## src/design/ets_pkg.sv

```systemverilog
// Shared constants, types and register map of the event timing sequencer.
// Assumes a 20 MHz system clock and a word-addressed Avalon-MM register port.
package ets_pkg;
  // ----------------------------------------
  // Timing
  // ----------------------------------------
  localparam int unsigned CLK_HZ         = 20_000_000;
  localparam int unsigned SHORT_TIME_NS  = 8000;
  localparam int unsigned SHORT_CYC      = SHORT_TIME_NS * (CLK_HZ / 1_000_000) / 1000;
  localparam int unsigned OPEN_TIME_NS   = 2000;
  localparam int unsigned OPEN_CYC       = OPEN_TIME_NS * (CLK_HZ / 1_000_000) / 1000;
  localparam int unsigned PORT_UNIT_US   = 128;
  localparam int unsigned PORT_UNIT_CYC  = PORT_UNIT_US * (CLK_HZ / 1_000_000);
  localparam int unsigned LSB_UNIT_NS    = 1_953_125;
  localparam int unsigned LSB_UNIT_CYC   = LSB_UNIT_NS * (CLK_HZ / 1_000_000) / 1000;
  localparam int unsigned FIRST_UNITS    = 1024;
  localparam int unsigned RAND_MIN_STEPS = 42;
  localparam int unsigned TEMP_STEP_SH   = 8;
  localparam logic [8:0]  LFSR_SEED      = 9'h1FF;
  // ----------------------------------------
  // Register map and fields
  // ----------------------------------------
  localparam logic [3:0]  REG_CTRL   = 4'h0;
  localparam logic [3:0]  REG_TIMING = 4'h1;
  localparam logic [3:0]  REG_STATUS = 4'h2;
  localparam logic [3:0]  REG_FSTAT  = 4'h3;
  localparam logic [3:0]  REG_DAVG   = 4'h4;
  localparam logic [3:0]  REG_TAVG   = 4'h5;
  localparam logic [3:0]  REG_TRES   = 4'h6;
  localparam logic [3:0]  REG_TCNT   = 4'h7;
  localparam int CTRL_CMD   = 0;
  localparam int CTRL_HALT  = 2;
  localparam int CTRL_CONT  = 4;
  localparam int CTRL_PMI   = 5;
  localparam int CTRL_IRQEN = 6;
  localparam int CTRL_PCT   = 8;
  localparam int CTRL_CAL   = 12;
  localparam int TIM_FRATE  = 0;
  localparam int TIM_FCNT   = 8;
  localparam int TIM_TRATE  = 16;
  localparam int TIM_TCNT   = 24;
  localparam int ST_FDONE   = 0;
  localparam int ST_TDONE   = 1;
  localparam int ST_TMO     = 2;
  localparam int ST_FMEAS   = 3;
  localparam int ST_TMEAS   = 4;
  localparam int ST_BUSY    = 8;
  localparam logic [31:0] CTRL_RST   = 32'h0000_0000;
  localparam logic [31:0] TIMING_RST = 32'h0000_0000;
  localparam logic [15:0] SHORT_VAL  = 16'h0000;
  localparam logic [15:0] OPEN_VAL   = 16'hFFFF;
  // ----------------------------------------
  // Commands and types
  // ----------------------------------------
  localparam logic [1:0] CMD_NONE   = 2'h0;
  localparam logic [1:0] CMD_BOTH   = 2'h1;
  localparam logic [1:0] CMD_FLIGHT = 2'h2;
  localparam logic [1:0] CMD_TEMP   = 2'h3;
  typedef enum logic [2:0] {S_IDLE, S_RUN, S_CAL, S_FLIGHT, S_TEMP} ets_state_t;
  typedef struct packed {
    ets_state_t   state;
    logic [1:0]   mode;
    logic         cont, pmi, irqen, cal_en, cal_tmp;
    logic [1:0]   pct;
    logic [3:0]   frate;
    logic [4:0]   fcnt;
    logic [5:0]   trate;
    logic [4:0]   tcnt;
    logic [4:0]   stat;
    logic [15:0]  unit_cnt;
    logic [3:0]   step_div;
    logic         first;
    logic [10:0]  ftimer, ftarget;
    logic [14:0]  ttimer;
    logic [8:0]   lfsr;
    logic         fpend, tpend;
    logic [5:0]   fsched, fissued, fvalid;
    logic [5:0]   tsched, tissued, tvalid;
    logic [20:0]  fsum, tsum0, tsum1;
    logic [15:0]  fmax, fmin, favg, fspread;
    logic [15:0]  tavg0, tavg1, tres0, tres1;
    logic         tport, tbad;
    logic [15:0]  tcyc;
    logic         fstart, tstart, cstart, irq_n, waitreq;
    logic [31:0]  rdata;
  } ets_st_t;
endpackage : ets_pkg

```

## src/design/ets_sequencer.sv

```systemverilog
// Event timing sequencer: schedules flight-time and temperature commands,
// gathers statistics and drives the interrupt pin.
// Assumes flight and calibration engines answer start pulses with done pulses, and
// an Avalon-MM master on the register port, all on clk.
//
// Summary of operation
// - Port discharge under 8 us means shorted probe; result 0000h.
// - No discharge by port cycle time plus 2 us means open probe.
// - Open probe loads FFFFh, sets timeout flag, drives enabled interrupt.
// - Any other temperature failure loads FFFFh into every port result.
// - Three automatic commands: flight only, temperature only, both.
// - Continuous bit set restarts the sequence until halted.
// - Continuous bit clear stops after one full sequence.
// - Per-measurement bit 1 interrupts after every measurement.
// - Per-measurement bit 0 interrupts only at end of the flight or temperature series, or on timeout.
// - 9-bit LFSR with x^9+x^5+1 randomizes flight sample spacing.
// - Later flight samples start at randomized intervals from previous start.
// - 4-bit rate code; first sample one nominal period after start.
// - Intervals start to start, 0.082 s to about 16 s at slowest.
// - Flight valid count rises only on error-free measurements.
// - Spread holds largest minus smallest valid flight difference.
// - Temperature count rises after each error-free temperature measurement.
// - Erroneous temperature measurements never update the averages.
// - Each error-free flight command takes upstream minus downstream, updates average.
// - 4-bit rate field and 5-bit count field set the flight sequence.
// - After last average update, set flight done flag and interrupt.
// - Optional calibration before measurements; its errors handled elsewhere.
//
// The implementer's own choices: the placing of the registers and the Avalon-MM interface to the registers.
`timescale 1ns/1ps
module ets_sequencer #(
  parameter int unsigned UNIT_CYC = ets_pkg::LSB_UNIT_CYC
) (
  // Clock and reset
  input  logic        clk,
  input  logic        rst,
  // Avalon-MM slave
  input  logic [3:0]  avs_address,
  input  logic        avs_read,
  input  logic        avs_write,
  input  logic [31:0] avs_writedata,
  output logic [31:0] avs_readdata,
  output logic        avs_waitrequest,
  // Flight-time engine
  output logic        flight_start,
  input  logic        flight_done,
  input  logic        flight_error,
  input  logic [15:0] upstream_average,
  input  logic [15:0] downstream_average,
  // Calibration engine
  output logic        cal_start,
  input  logic        cal_done,
  // Temperature engine
  output logic        temp_start,
  output logic        temp_port_sel,
  input  logic        timing_cap_pin,
  input  logic        temp_error_other,
  // Interrupt pin
  output logic        irq_n
);
  ets_pkg::ets_st_t s_r, s_nxt;

  // ----------------------------------------
  // Helpers
  // ----------------------------------------
  function automatic logic [15:0] port_lim(input logic [1:0] pct);
    port_lim = 16'(({14'h0000, pct} + 16'h0001) * ets_pkg::PORT_UNIT_CYC);
  endfunction : port_lim

  function automatic logic [15:0] avg_of(input logic [20:0] sum, input logic [5:0] n, input logic sgn);
    logic signed [21:0] q;
    q = 22'sh000000;
    if (n != 6'h00) begin
      if (sgn) q = $signed({sum[20], sum}) / $signed({16'h0000, n});
      else     q = $signed({1'b0, sum}) / $signed({16'h0000, n});
    end
    avg_of = q[15:0];
  endfunction : avg_of

  function automatic logic [10:0] rnd_steps(input logic [8:0] l);
    rnd_steps = (l < 9'(ets_pkg::RAND_MIN_STEPS)) ? 11'(ets_pkg::RAND_MIN_STEPS) : {2'h0, l};
  endfunction : rnd_steps

  // ----------------------------------------
  // Next state
  // ----------------------------------------
  logic        wr_ok, do_restart, utick, stick, fuse, tuse, fin, bad_now, last_port;
  logic [5:0]  ftot, ttot;
  logic [14:0] tlim;
  logic [15:0] diff, pres;
  logic [20:0] dsum;

  always_comb begin
    s_nxt      = s_r;
    do_restart = 1'b0;
    bad_now    = 1'b0;
    pres       = 16'h0000;
    last_port  = 1'b0;
    diff       = 16'(upstream_average - downstream_average);
    dsum       = 21'(s_r.fsum + {{5{diff[15]}}, diff});
    s_nxt.fstart = 1'b0;
    s_nxt.tstart = 1'b0;
    s_nxt.cstart = 1'b0;
    fuse = (s_r.mode == ets_pkg::CMD_BOTH) || (s_r.mode == ets_pkg::CMD_FLIGHT);
    tuse = (s_r.mode == ets_pkg::CMD_BOTH) || (s_r.mode == ets_pkg::CMD_TEMP);
    ftot = {1'b0, s_r.fcnt} + 6'h01;
    ttot = {1'b0, s_r.tcnt} + 6'h01;
    tlim = 15'({1'b0, s_r.trate} + 7'h01) << ets_pkg::TEMP_STEP_SH;
    // Bus slave: one wait cycle, write lands on the released edge
    wr_ok = avs_write & ~s_r.waitreq;
    s_nxt.waitreq = 1'b1;
    if ((avs_read | avs_write) & s_r.waitreq) begin
      s_nxt.waitreq = 1'b0;
      unique case (avs_address)
        ets_pkg::REG_CTRL:   s_nxt.rdata = {19'h0, s_r.cal_en, 2'h0, s_r.pct, 1'b0, s_r.irqen,
                                            s_r.pmi, s_r.cont, 2'h0, s_r.mode};
        ets_pkg::REG_TIMING: s_nxt.rdata = {3'h0, s_r.tcnt, 2'h0, s_r.trate, 3'h0, s_r.fcnt,
                                            4'h0, s_r.frate};
        ets_pkg::REG_STATUS: s_nxt.rdata = {23'h0, s_r.state != ets_pkg::S_IDLE, 3'h0, s_r.stat};
        ets_pkg::REG_FSTAT:  s_nxt.rdata = {s_r.fspread, 10'h000, s_r.fvalid};
        ets_pkg::REG_DAVG:   s_nxt.rdata = {16'h0000, s_r.favg};
        ets_pkg::REG_TAVG:   s_nxt.rdata = {s_r.tavg1, s_r.tavg0};
        ets_pkg::REG_TRES:   s_nxt.rdata = {s_r.tres1, s_r.tres0};
        ets_pkg::REG_TCNT:   s_nxt.rdata = {26'h0, s_r.tvalid};
        default:             s_nxt.rdata = 32'h0000_0000;
      endcase
    end
    if (wr_ok) begin
      unique case (avs_address)
        ets_pkg::REG_CTRL: begin
          s_nxt.cont   = avs_writedata[ets_pkg::CTRL_CONT];
          s_nxt.pmi    = avs_writedata[ets_pkg::CTRL_PMI];
          s_nxt.irqen  = avs_writedata[ets_pkg::CTRL_IRQEN];
          s_nxt.pct    = avs_writedata[ets_pkg::CTRL_PCT +: 2];
          s_nxt.cal_en = avs_writedata[ets_pkg::CTRL_CAL];
          if (avs_writedata[ets_pkg::CTRL_HALT]) begin
            s_nxt.state = ets_pkg::S_IDLE;
          end else if (s_r.state == ets_pkg::S_IDLE &&
                       avs_writedata[ets_pkg::CTRL_CMD +: 2] != ets_pkg::CMD_NONE) begin
            s_nxt.mode = avs_writedata[ets_pkg::CTRL_CMD +: 2];
            do_restart = 1'b1;
          end
        end
        ets_pkg::REG_TIMING: begin
          s_nxt.frate = avs_writedata[ets_pkg::TIM_FRATE +: 4];
          s_nxt.fcnt  = avs_writedata[ets_pkg::TIM_FCNT +: 5];
          s_nxt.trate = avs_writedata[ets_pkg::TIM_TRATE +: 6];
          s_nxt.tcnt  = avs_writedata[ets_pkg::TIM_TCNT +: 5];
        end
        ets_pkg::REG_STATUS: s_nxt.stat = s_r.stat & ~avs_writedata[4:0];
        default: ;
      endcase
    end
    // ----------------------------------------
    // Sample scheduling
    // ----------------------------------------
    utick = 1'b0;
    stick = 1'b0;
    if (s_r.state != ets_pkg::S_IDLE) begin
      utick = s_r.unit_cnt == 16'(UNIT_CYC - 1);
      s_nxt.unit_cnt = utick ? 16'h0000 : s_r.unit_cnt + 16'h0001;
      if (utick) begin
        stick = s_r.step_div == s_r.frate;
        s_nxt.step_div = stick ? 4'h0 : s_r.step_div + 4'h1;
      end
      if (fuse && !s_r.fpend && s_r.fsched < ftot && (s_r.first ? utick : stick)) begin
        s_nxt.ftimer = s_r.ftimer + 11'h001;
        if (s_r.ftimer + 11'h001 >= s_r.ftarget) begin
          s_nxt.fpend   = 1'b1;
          s_nxt.first   = 1'b0;
          s_nxt.fsched  = s_r.fsched + 6'h01;
          s_nxt.ftimer  = 11'h000;
          s_nxt.ftarget = rnd_steps(s_r.lfsr);
          s_nxt.lfsr    = {s_r.lfsr[7:0], s_r.lfsr[8] ^ s_r.lfsr[4]};
        end
      end
      if (tuse && !s_r.tpend && s_r.tsched < ttot && utick) begin
        s_nxt.ttimer = s_r.ttimer + 15'h0001;
        if (s_r.ttimer + 15'h0001 >= tlim) begin
          s_nxt.tpend  = 1'b1;
          s_nxt.tsched = s_r.tsched + 6'h01;
          s_nxt.ttimer = 15'h0000;
        end
      end
    end
    fin = (!fuse || s_r.fissued == ftot) && (!tuse || s_r.tissued == ttot);
    // ----------------------------------------
    // Command sequencing
    // ----------------------------------------
    unique case (s_r.state)
      ets_pkg::S_IDLE: ;
      ets_pkg::S_RUN: begin
        if (s_r.fpend) begin
          s_nxt.fpend = 1'b0;
          s_nxt.cal_tmp = 1'b0;
          if (s_r.cal_en) begin
            s_nxt.cstart = 1'b1;
            s_nxt.state  = ets_pkg::S_CAL;
          end else begin
            s_nxt.fstart = 1'b1;
            s_nxt.state  = ets_pkg::S_FLIGHT;
          end
        end else if (s_r.tpend) begin
          s_nxt.tpend = 1'b0;
          s_nxt.cal_tmp = 1'b1;
          if (s_r.cal_en) begin
            s_nxt.cstart = 1'b1;
            s_nxt.state  = ets_pkg::S_CAL;
          end else begin
            s_nxt.tstart = 1'b1;
            s_nxt.state  = ets_pkg::S_TEMP;
          end
        end else if (fin) begin
          if (s_r.cont) do_restart = 1'b1;
          else s_nxt.state = ets_pkg::S_IDLE;
        end
      end
      ets_pkg::S_CAL: begin
        if (cal_done) begin
          s_nxt.fstart = ~s_r.cal_tmp;
          s_nxt.tstart = s_r.cal_tmp;
          s_nxt.state  = s_r.cal_tmp ? ets_pkg::S_TEMP : ets_pkg::S_FLIGHT;
        end
      end
      ets_pkg::S_FLIGHT: begin
        if (flight_done) begin
          s_nxt.fissued = s_r.fissued + 6'h01;
          s_nxt.stat[ets_pkg::ST_FMEAS] = 1'b1;
          if (!flight_error) begin
            s_nxt.fvalid = s_r.fvalid + 6'h01;
            s_nxt.fsum   = dsum;
            s_nxt.favg   = avg_of(dsum, s_r.fvalid + 6'h01, 1'b1);
            if (s_r.fvalid == 6'h00 || $signed(diff) > $signed(s_r.fmax)) s_nxt.fmax = diff;
            if (s_r.fvalid == 6'h00 || $signed(diff) < $signed(s_r.fmin)) s_nxt.fmin = diff;
            s_nxt.fspread = 16'(s_nxt.fmax - s_nxt.fmin);
          end
          if (s_r.fissued + 6'h01 == ftot) s_nxt.stat[ets_pkg::ST_FDONE] = 1'b1;
          s_nxt.state = ets_pkg::S_RUN;
        end
      end
      ets_pkg::S_TEMP: begin
        s_nxt.tcyc = s_r.tcyc + 16'h0001;
        if (temp_error_other) begin
          s_nxt.tres0 = ets_pkg::OPEN_VAL;
          s_nxt.tres1 = ets_pkg::OPEN_VAL;
          bad_now = 1'b1;
          last_port = 1'b1;
        end else if (!timing_cap_pin || s_r.tcyc >= port_lim(s_r.pct) + 16'(ets_pkg::OPEN_CYC)) begin
          last_port = s_r.tport;
          if (timing_cap_pin) begin
            pres = ets_pkg::OPEN_VAL;
            bad_now = 1'b1;
            s_nxt.stat[ets_pkg::ST_TMO] = 1'b1;
          end else if (s_r.tcyc < 16'(ets_pkg::SHORT_CYC)) begin
            pres = ets_pkg::SHORT_VAL;
            bad_now = 1'b1;
          end else begin
            pres = s_r.tcyc;
          end
          if (s_r.tport) s_nxt.tres1 = pres;
          else s_nxt.tres0 = pres;
          s_nxt.tport = 1'b1;
          s_nxt.tcyc  = 16'h0000;
          s_nxt.tbad  = s_r.tbad | bad_now;
        end
        if (last_port) begin
          s_nxt.tissued = s_r.tissued + 6'h01;
          s_nxt.stat[ets_pkg::ST_TMEAS] = 1'b1;
          if (!(s_r.tbad | bad_now)) begin
            s_nxt.tvalid = s_r.tvalid + 6'h01;
            s_nxt.tsum0  = 21'(s_r.tsum0 + {5'h00, s_nxt.tres0});
            s_nxt.tsum1  = 21'(s_r.tsum1 + {5'h00, s_nxt.tres1});
            s_nxt.tavg0  = avg_of(s_nxt.tsum0, s_r.tvalid + 6'h01, 1'b0);
            s_nxt.tavg1  = avg_of(s_nxt.tsum1, s_r.tvalid + 6'h01, 1'b0);
          end
          if (s_r.tissued + 6'h01 == ttot) s_nxt.stat[ets_pkg::ST_TDONE] = 1'b1;
          s_nxt.state = ets_pkg::S_RUN;
        end
      end
      default: s_nxt.state = ets_pkg::S_IDLE;
    endcase
    if (s_nxt.tstart) begin
      s_nxt.tport = 1'b0;
      s_nxt.tcyc  = 16'h0000;
      s_nxt.tbad  = 1'b0;
    end
    if (do_restart) begin
      s_nxt.state    = ets_pkg::S_RUN;
      s_nxt.unit_cnt = 16'h0000;
      s_nxt.step_div = 4'h0;
      s_nxt.first    = 1'b1;
      s_nxt.ftimer   = 11'h000;
      s_nxt.ftarget  = 11'(ets_pkg::FIRST_UNITS / ({28'h0, s_nxt.frate} + 32'h1));
      s_nxt.ttimer   = 15'h0000;
      s_nxt.fpend    = 1'b0;
      s_nxt.tpend    = 1'b0;
      s_nxt.fsched   = 6'h00;
      s_nxt.fissued  = 6'h00;
      s_nxt.fvalid   = 6'h00;
      s_nxt.tsched   = 6'h00;
      s_nxt.tissued  = 6'h00;
      s_nxt.tvalid   = 6'h00;
      s_nxt.fsum     = 21'h000000;
      s_nxt.tsum0    = 21'h000000;
      s_nxt.tsum1    = 21'h000000;
      s_nxt.fspread  = 16'h0000;
    end
    s_nxt.irq_n = ~(s_nxt.irqen & (s_nxt.stat[ets_pkg::ST_FDONE] | s_nxt.stat[ets_pkg::ST_TDONE] |
                  s_nxt.stat[ets_pkg::ST_TMO] | (s_nxt.pmi & (s_nxt.stat[ets_pkg::ST_FMEAS] |
                  s_nxt.stat[ets_pkg::ST_TMEAS]))));
  end

  // ----------------------------------------
  // State register
  // ----------------------------------------
  always_ff @(posedge clk or posedge rst) begin
    if (rst) begin
      s_r         <= '0;
      s_r.state   <= ets_pkg::S_IDLE;
      s_r.lfsr    <= ets_pkg::LFSR_SEED;
      s_r.first   <= 1'b1;
      s_r.irq_n   <= 1'b1;
      s_r.waitreq <= 1'b1;
    end else begin
      s_r <= s_nxt;
    end
  end

  assign avs_readdata    = s_r.rdata;
  assign avs_waitrequest = s_r.waitreq;
  assign flight_start    = s_r.fstart;
  assign cal_start       = s_r.cstart;
  assign temp_start      = s_r.tstart;
  assign temp_port_sel   = s_r.tport;
  assign irq_n           = s_r.irq_n;
endmodule : ets_sequencer

```

## config.mk

```make
export PLATFORM = sky130hd
export DESIGN_NAME = ets_sequencer
export DESIGN_NICKNAME = d
export VERILOG_FILES = /design/src/design/ets_pkg.sv /design/src/design/ets_sequencer.sv
export SDC_FILE = /design/constraint.sdc
export NUM_CORES = 2
export LEC_CHECK = 0
export BUFFER_PORTS_ARGS = -buffer_cell sky130_fd_sc_hd__clkbuf_2
export CORE_AREA = 3 3 392 394
export CTS_BUF_LIST = sky130_fd_sc_hd__clkbuf_16
export CTS_CLUSTER_SIZE = 40
export DETAILED_ROUTE_END_ITERATION = 8
export DIE_AREA = 0 0 395 397
export HOLD_SLACK_MARGIN = 0.05
export PLACE_DENSITY = 0.59
export SLEW_MARGIN = 15
export SYNTH_ARGS = -nofsm -noshare
export SYNTH_HDL_FRONTEND = slang
export SYNTH_SLANG_ARGS = --single-unit
```

## constraint.sdc

```tcl
create_clock -name clk -period 67.3 [get_ports clk]
set_input_delay 6.73 -clock clk [delete_from_list [all_inputs] [get_ports clk]]
set_output_delay 6.73 -clock clk [all_outputs]
set_load 0.02 [all_outputs]
```

==> qor.yml <==
status: "finished, final reports clean"
cts.sinks: 388
cts_max_path_buffers: 3
synth_cell_types: 154
criticalPathCategory: "in -> reg"
syn_avg_cell_area_um2: 7.33
syn_area_mm2: 0.0677
drtPass1Iterations: 9
drt_wl_total_mm: 216
grt_max_degree: 170
cts_root_buf: "clkbuf_16"
cts_tree: "built"
syn_nets: 9937
cp_slowest_cell: "nor4b_4"
vias: 70500
drive_above_1_share_pct: 11.2
cts_made_buffers: 46
fmax_mhz: 15.8
cap_violations: 0
worstPathMaxFanout: 21
synth_common_cells: "nand2_1 (920), nor2_1 (781), o21ai_0 (666), ha_1 (626), a21oi_1 (582)"
cp-start-kind: "input pin"
dieArea_mm2: 0.157
grtUsageTotal_pct: 26.1
grt_pass1_vias: 66400
crit_required_ns: 67.74
yosys-top-cells-area: "dfrtp_1 (14%), ha_1 (12%), xnor2_1 (5.6%), nand2_1 (5.1%), o21ai_0 (4.9%)"
area_growth_pct: 9.75
ys_ff_latch: 388
clk_latency_ns: 0.60
ctsHtreeMaxLevel: 2
r2r_cells: 254
die_h_um: 397
period_minus_slack_ns: 63.38
postPlaceCellArea_mm2: 0.0723
dpl.hpwl_mm: 170
dr.first_iter.drc_count: 5826
synth_flop_cell: "dfrtp_1"
cp-end-kind: "flop"
ys_async_sr_fraction_pct: 100
cts-hold-fix-buffers: 0
globalRouteOverflowTotal: 0
finalHoldViolCount: 0
synth_top_area_share_pct: 13.9
final.period_utilization_pct: 94.2
core_area_mm2: 0.150
boundaryPins: 115
yosys_warnings: 0
worstMarginPinSlew_ns: 1.16
slew_headroom_pct: 21.7
ys_seq_area_share_pct: 14.4
hold-path-endpoint: "s_r[330]$_DFFE_PP1P_"
initial_core_util_pct: 45.1
r2r_start: "s_r[376]$_DFFE_PP0P_"
fin_skew_ns: 0.0462
netlist_instances: 9229
drv_slew: 0
grt_pass1_wl_mm: 347
ant_nets: 0
critPathMaxStageDelay_ns: 0.68
crit_top_cell: "ha_1"
path_clk_slew_ns: 0.06
holdCritPathClass: "reg -> reg"
synth_edf_count: 0
nets: 10100
vias_per_cell: 6.15
reg2reg_to: "s_r[87]$_DFFE_PP0P_"
min_from: "s_r[330]$_DFFE_PP1P_"
wl_per_cell_um: 18.9
setup_viol: 0
row_count: 142
fin_area_mm2: 0.0743
io_buffers: 105
yosysMostFrequentCell: "nand2_1"
drcViolationCount: 0
min_path_cells: 2
fillers: 14900
r2r_setup_slack_ns: 10.09
netlist.top_cell.by_area: "dfrtp_1"
die_w_um: 395
worstPathArrival_ns: 63.82
gp_congestion: 0.926
antenna_found_initial: 10
-- kinds of logic after synthesis --
group	after synthesis	share of synthesized area, %
other	1	0.00554
AOI/OAI and AO/OA	2913	29.3
and+or+nand+nor	3679	27.7
DFF	388	14.4
buffers and inverters	700	4.29
adders and majority gates	639	11.8
muxes	246	3.91
xor gates and xnor gates	663	8.61
-- worst max-delay path by stage --
stage,startpoint,end,slack (ns)
finish,avs_address[2],s_r[308]$_DFFE_PP0P_,3.92
CTS,avs_address[2],s_r[308]$_DFFE_PP0P_,1.35
global route,avs_address[2],s_r[308]$_DFFE_PP0P_,-0.15
detailed placement,avs_address[2],s_r[308]$_DFFE_PP0P_,0.98
global placement,avs_address[2],s_r[308]$_DFFE_PP0P_,1.53
floorplan,avs_address[3],s_r[308]$_DFFE_PP0P_,0.02
-- final cells by class --
type / instances / area, um^2 / area share (%)
Clock buffer: 46 / 1150 / 1.55
Clock inverter: 38 / 337 / 0.453
Timing Repair Buffer: 486 / 3410 / 4.59
Inverter: 333 / 1260 / 1.69
Multi-Input combinational cell: 8141 / 55900 / 75.2
Antenna cell: 3 / 7.51 / 0.0101
Sequential cell: 388 / 9730 / 13.1
Tap cell: 2016 / 2520 / 3.40
-- metal layers --
| layer | wire length, um | global-route usage (%) | part of all wire, % | up-vias |
|---|---|---|---|---|
| met2 | 101000 | 44.9 | 47 | 1720 |
| met3 | 9830 | 2.28 | 4.6 | 272 |
| met1 | 99700 | 35.1 | 46 | 33600 |
| li1 | - | - | - | 34800 |
| met4 | 4970 | 6.47 | 2.3 | 6 |
| met5 | 41 | 0 | 0.019 | - |
-- layout by cell type (no fill, tap or decap), types with 103 or more instances in the layout --
| cell | n |
|---|---|
| mux2_2 | 116 |
| and2_1 | 120 |
| xor2_1 | 222 |
| nor2_1 | 770 |
| and3_1 | 103 |
| dfrtp_1 | 375 |
| o31ai_1 | 153 |
| a21o_1 | 165 |
| buf_4 | 377 |
| xnor2_1 | 430 |
| mux2i_1 | 112 |
| a21oi_1 | 564 |
| nand4_1 | 153 |
| nand3_1 | 340 |
| clkbuf_2 | 103 |
| nand2_1 | 916 |
| nor2b_1 | 105 |
| o21ai_0 | 656 |
| inv_1 | 336 |
| ha_1 | 621 |
| nor3_1 | 421 |
| nand2b_1 | 167 |
| o21a_1 | 327 |
-- timing repair --
item,4_1_cts,5_1_grt
setup buffers,0,27
resized for setup,0,86
endpoints found under the setup margin,0,13
-- metrics by stage --
step           hold slack [ns]  utilization, %  worst slack, ns  setup TNS (ns)  cells
3_3_place_gp             0.449            48.1             1.53               0  11300
4_1_cts                  0.464            49.1             1.35               0  11400
3_5_place_dp             0.453            48.1            0.979               0  11300
2_1_floorplan            0.439               -           0.0192               0   9229
6_report                 0.465            49.5             3.92               0  11500
5_1_grt                  0.481            49.5           -0.146          -0.146  11500
-- critical path: cells and delay by family --
kind | cells | cell delay [ns]
AOI/OAI and AO/OA | 115 | 20.02
xor gates and xnor gates | 1 | 0.19
adders and majority gates | 31 | 9.91
buffers and inverters | 23 | 3.18
muxes | 8 | 2.23
and+or+nand+nor | 120 | 21.47
-- registers in the layout, summed over array words and instances (netlist names) --
| signal | cells |
|---|---|
| s_r | 350 |
| temp_port_sel | 1 |
| temp_start | 1 |
| cal_start | 1 |
| flight_start | 1 |
| avs_readdata | 32 |
| avs_waitrequest | 1 |
| irq_n | 1 |
Power is not shown: default switching activity piles up to over one toggle a cycle in this logic, so the estimate is an artifact.
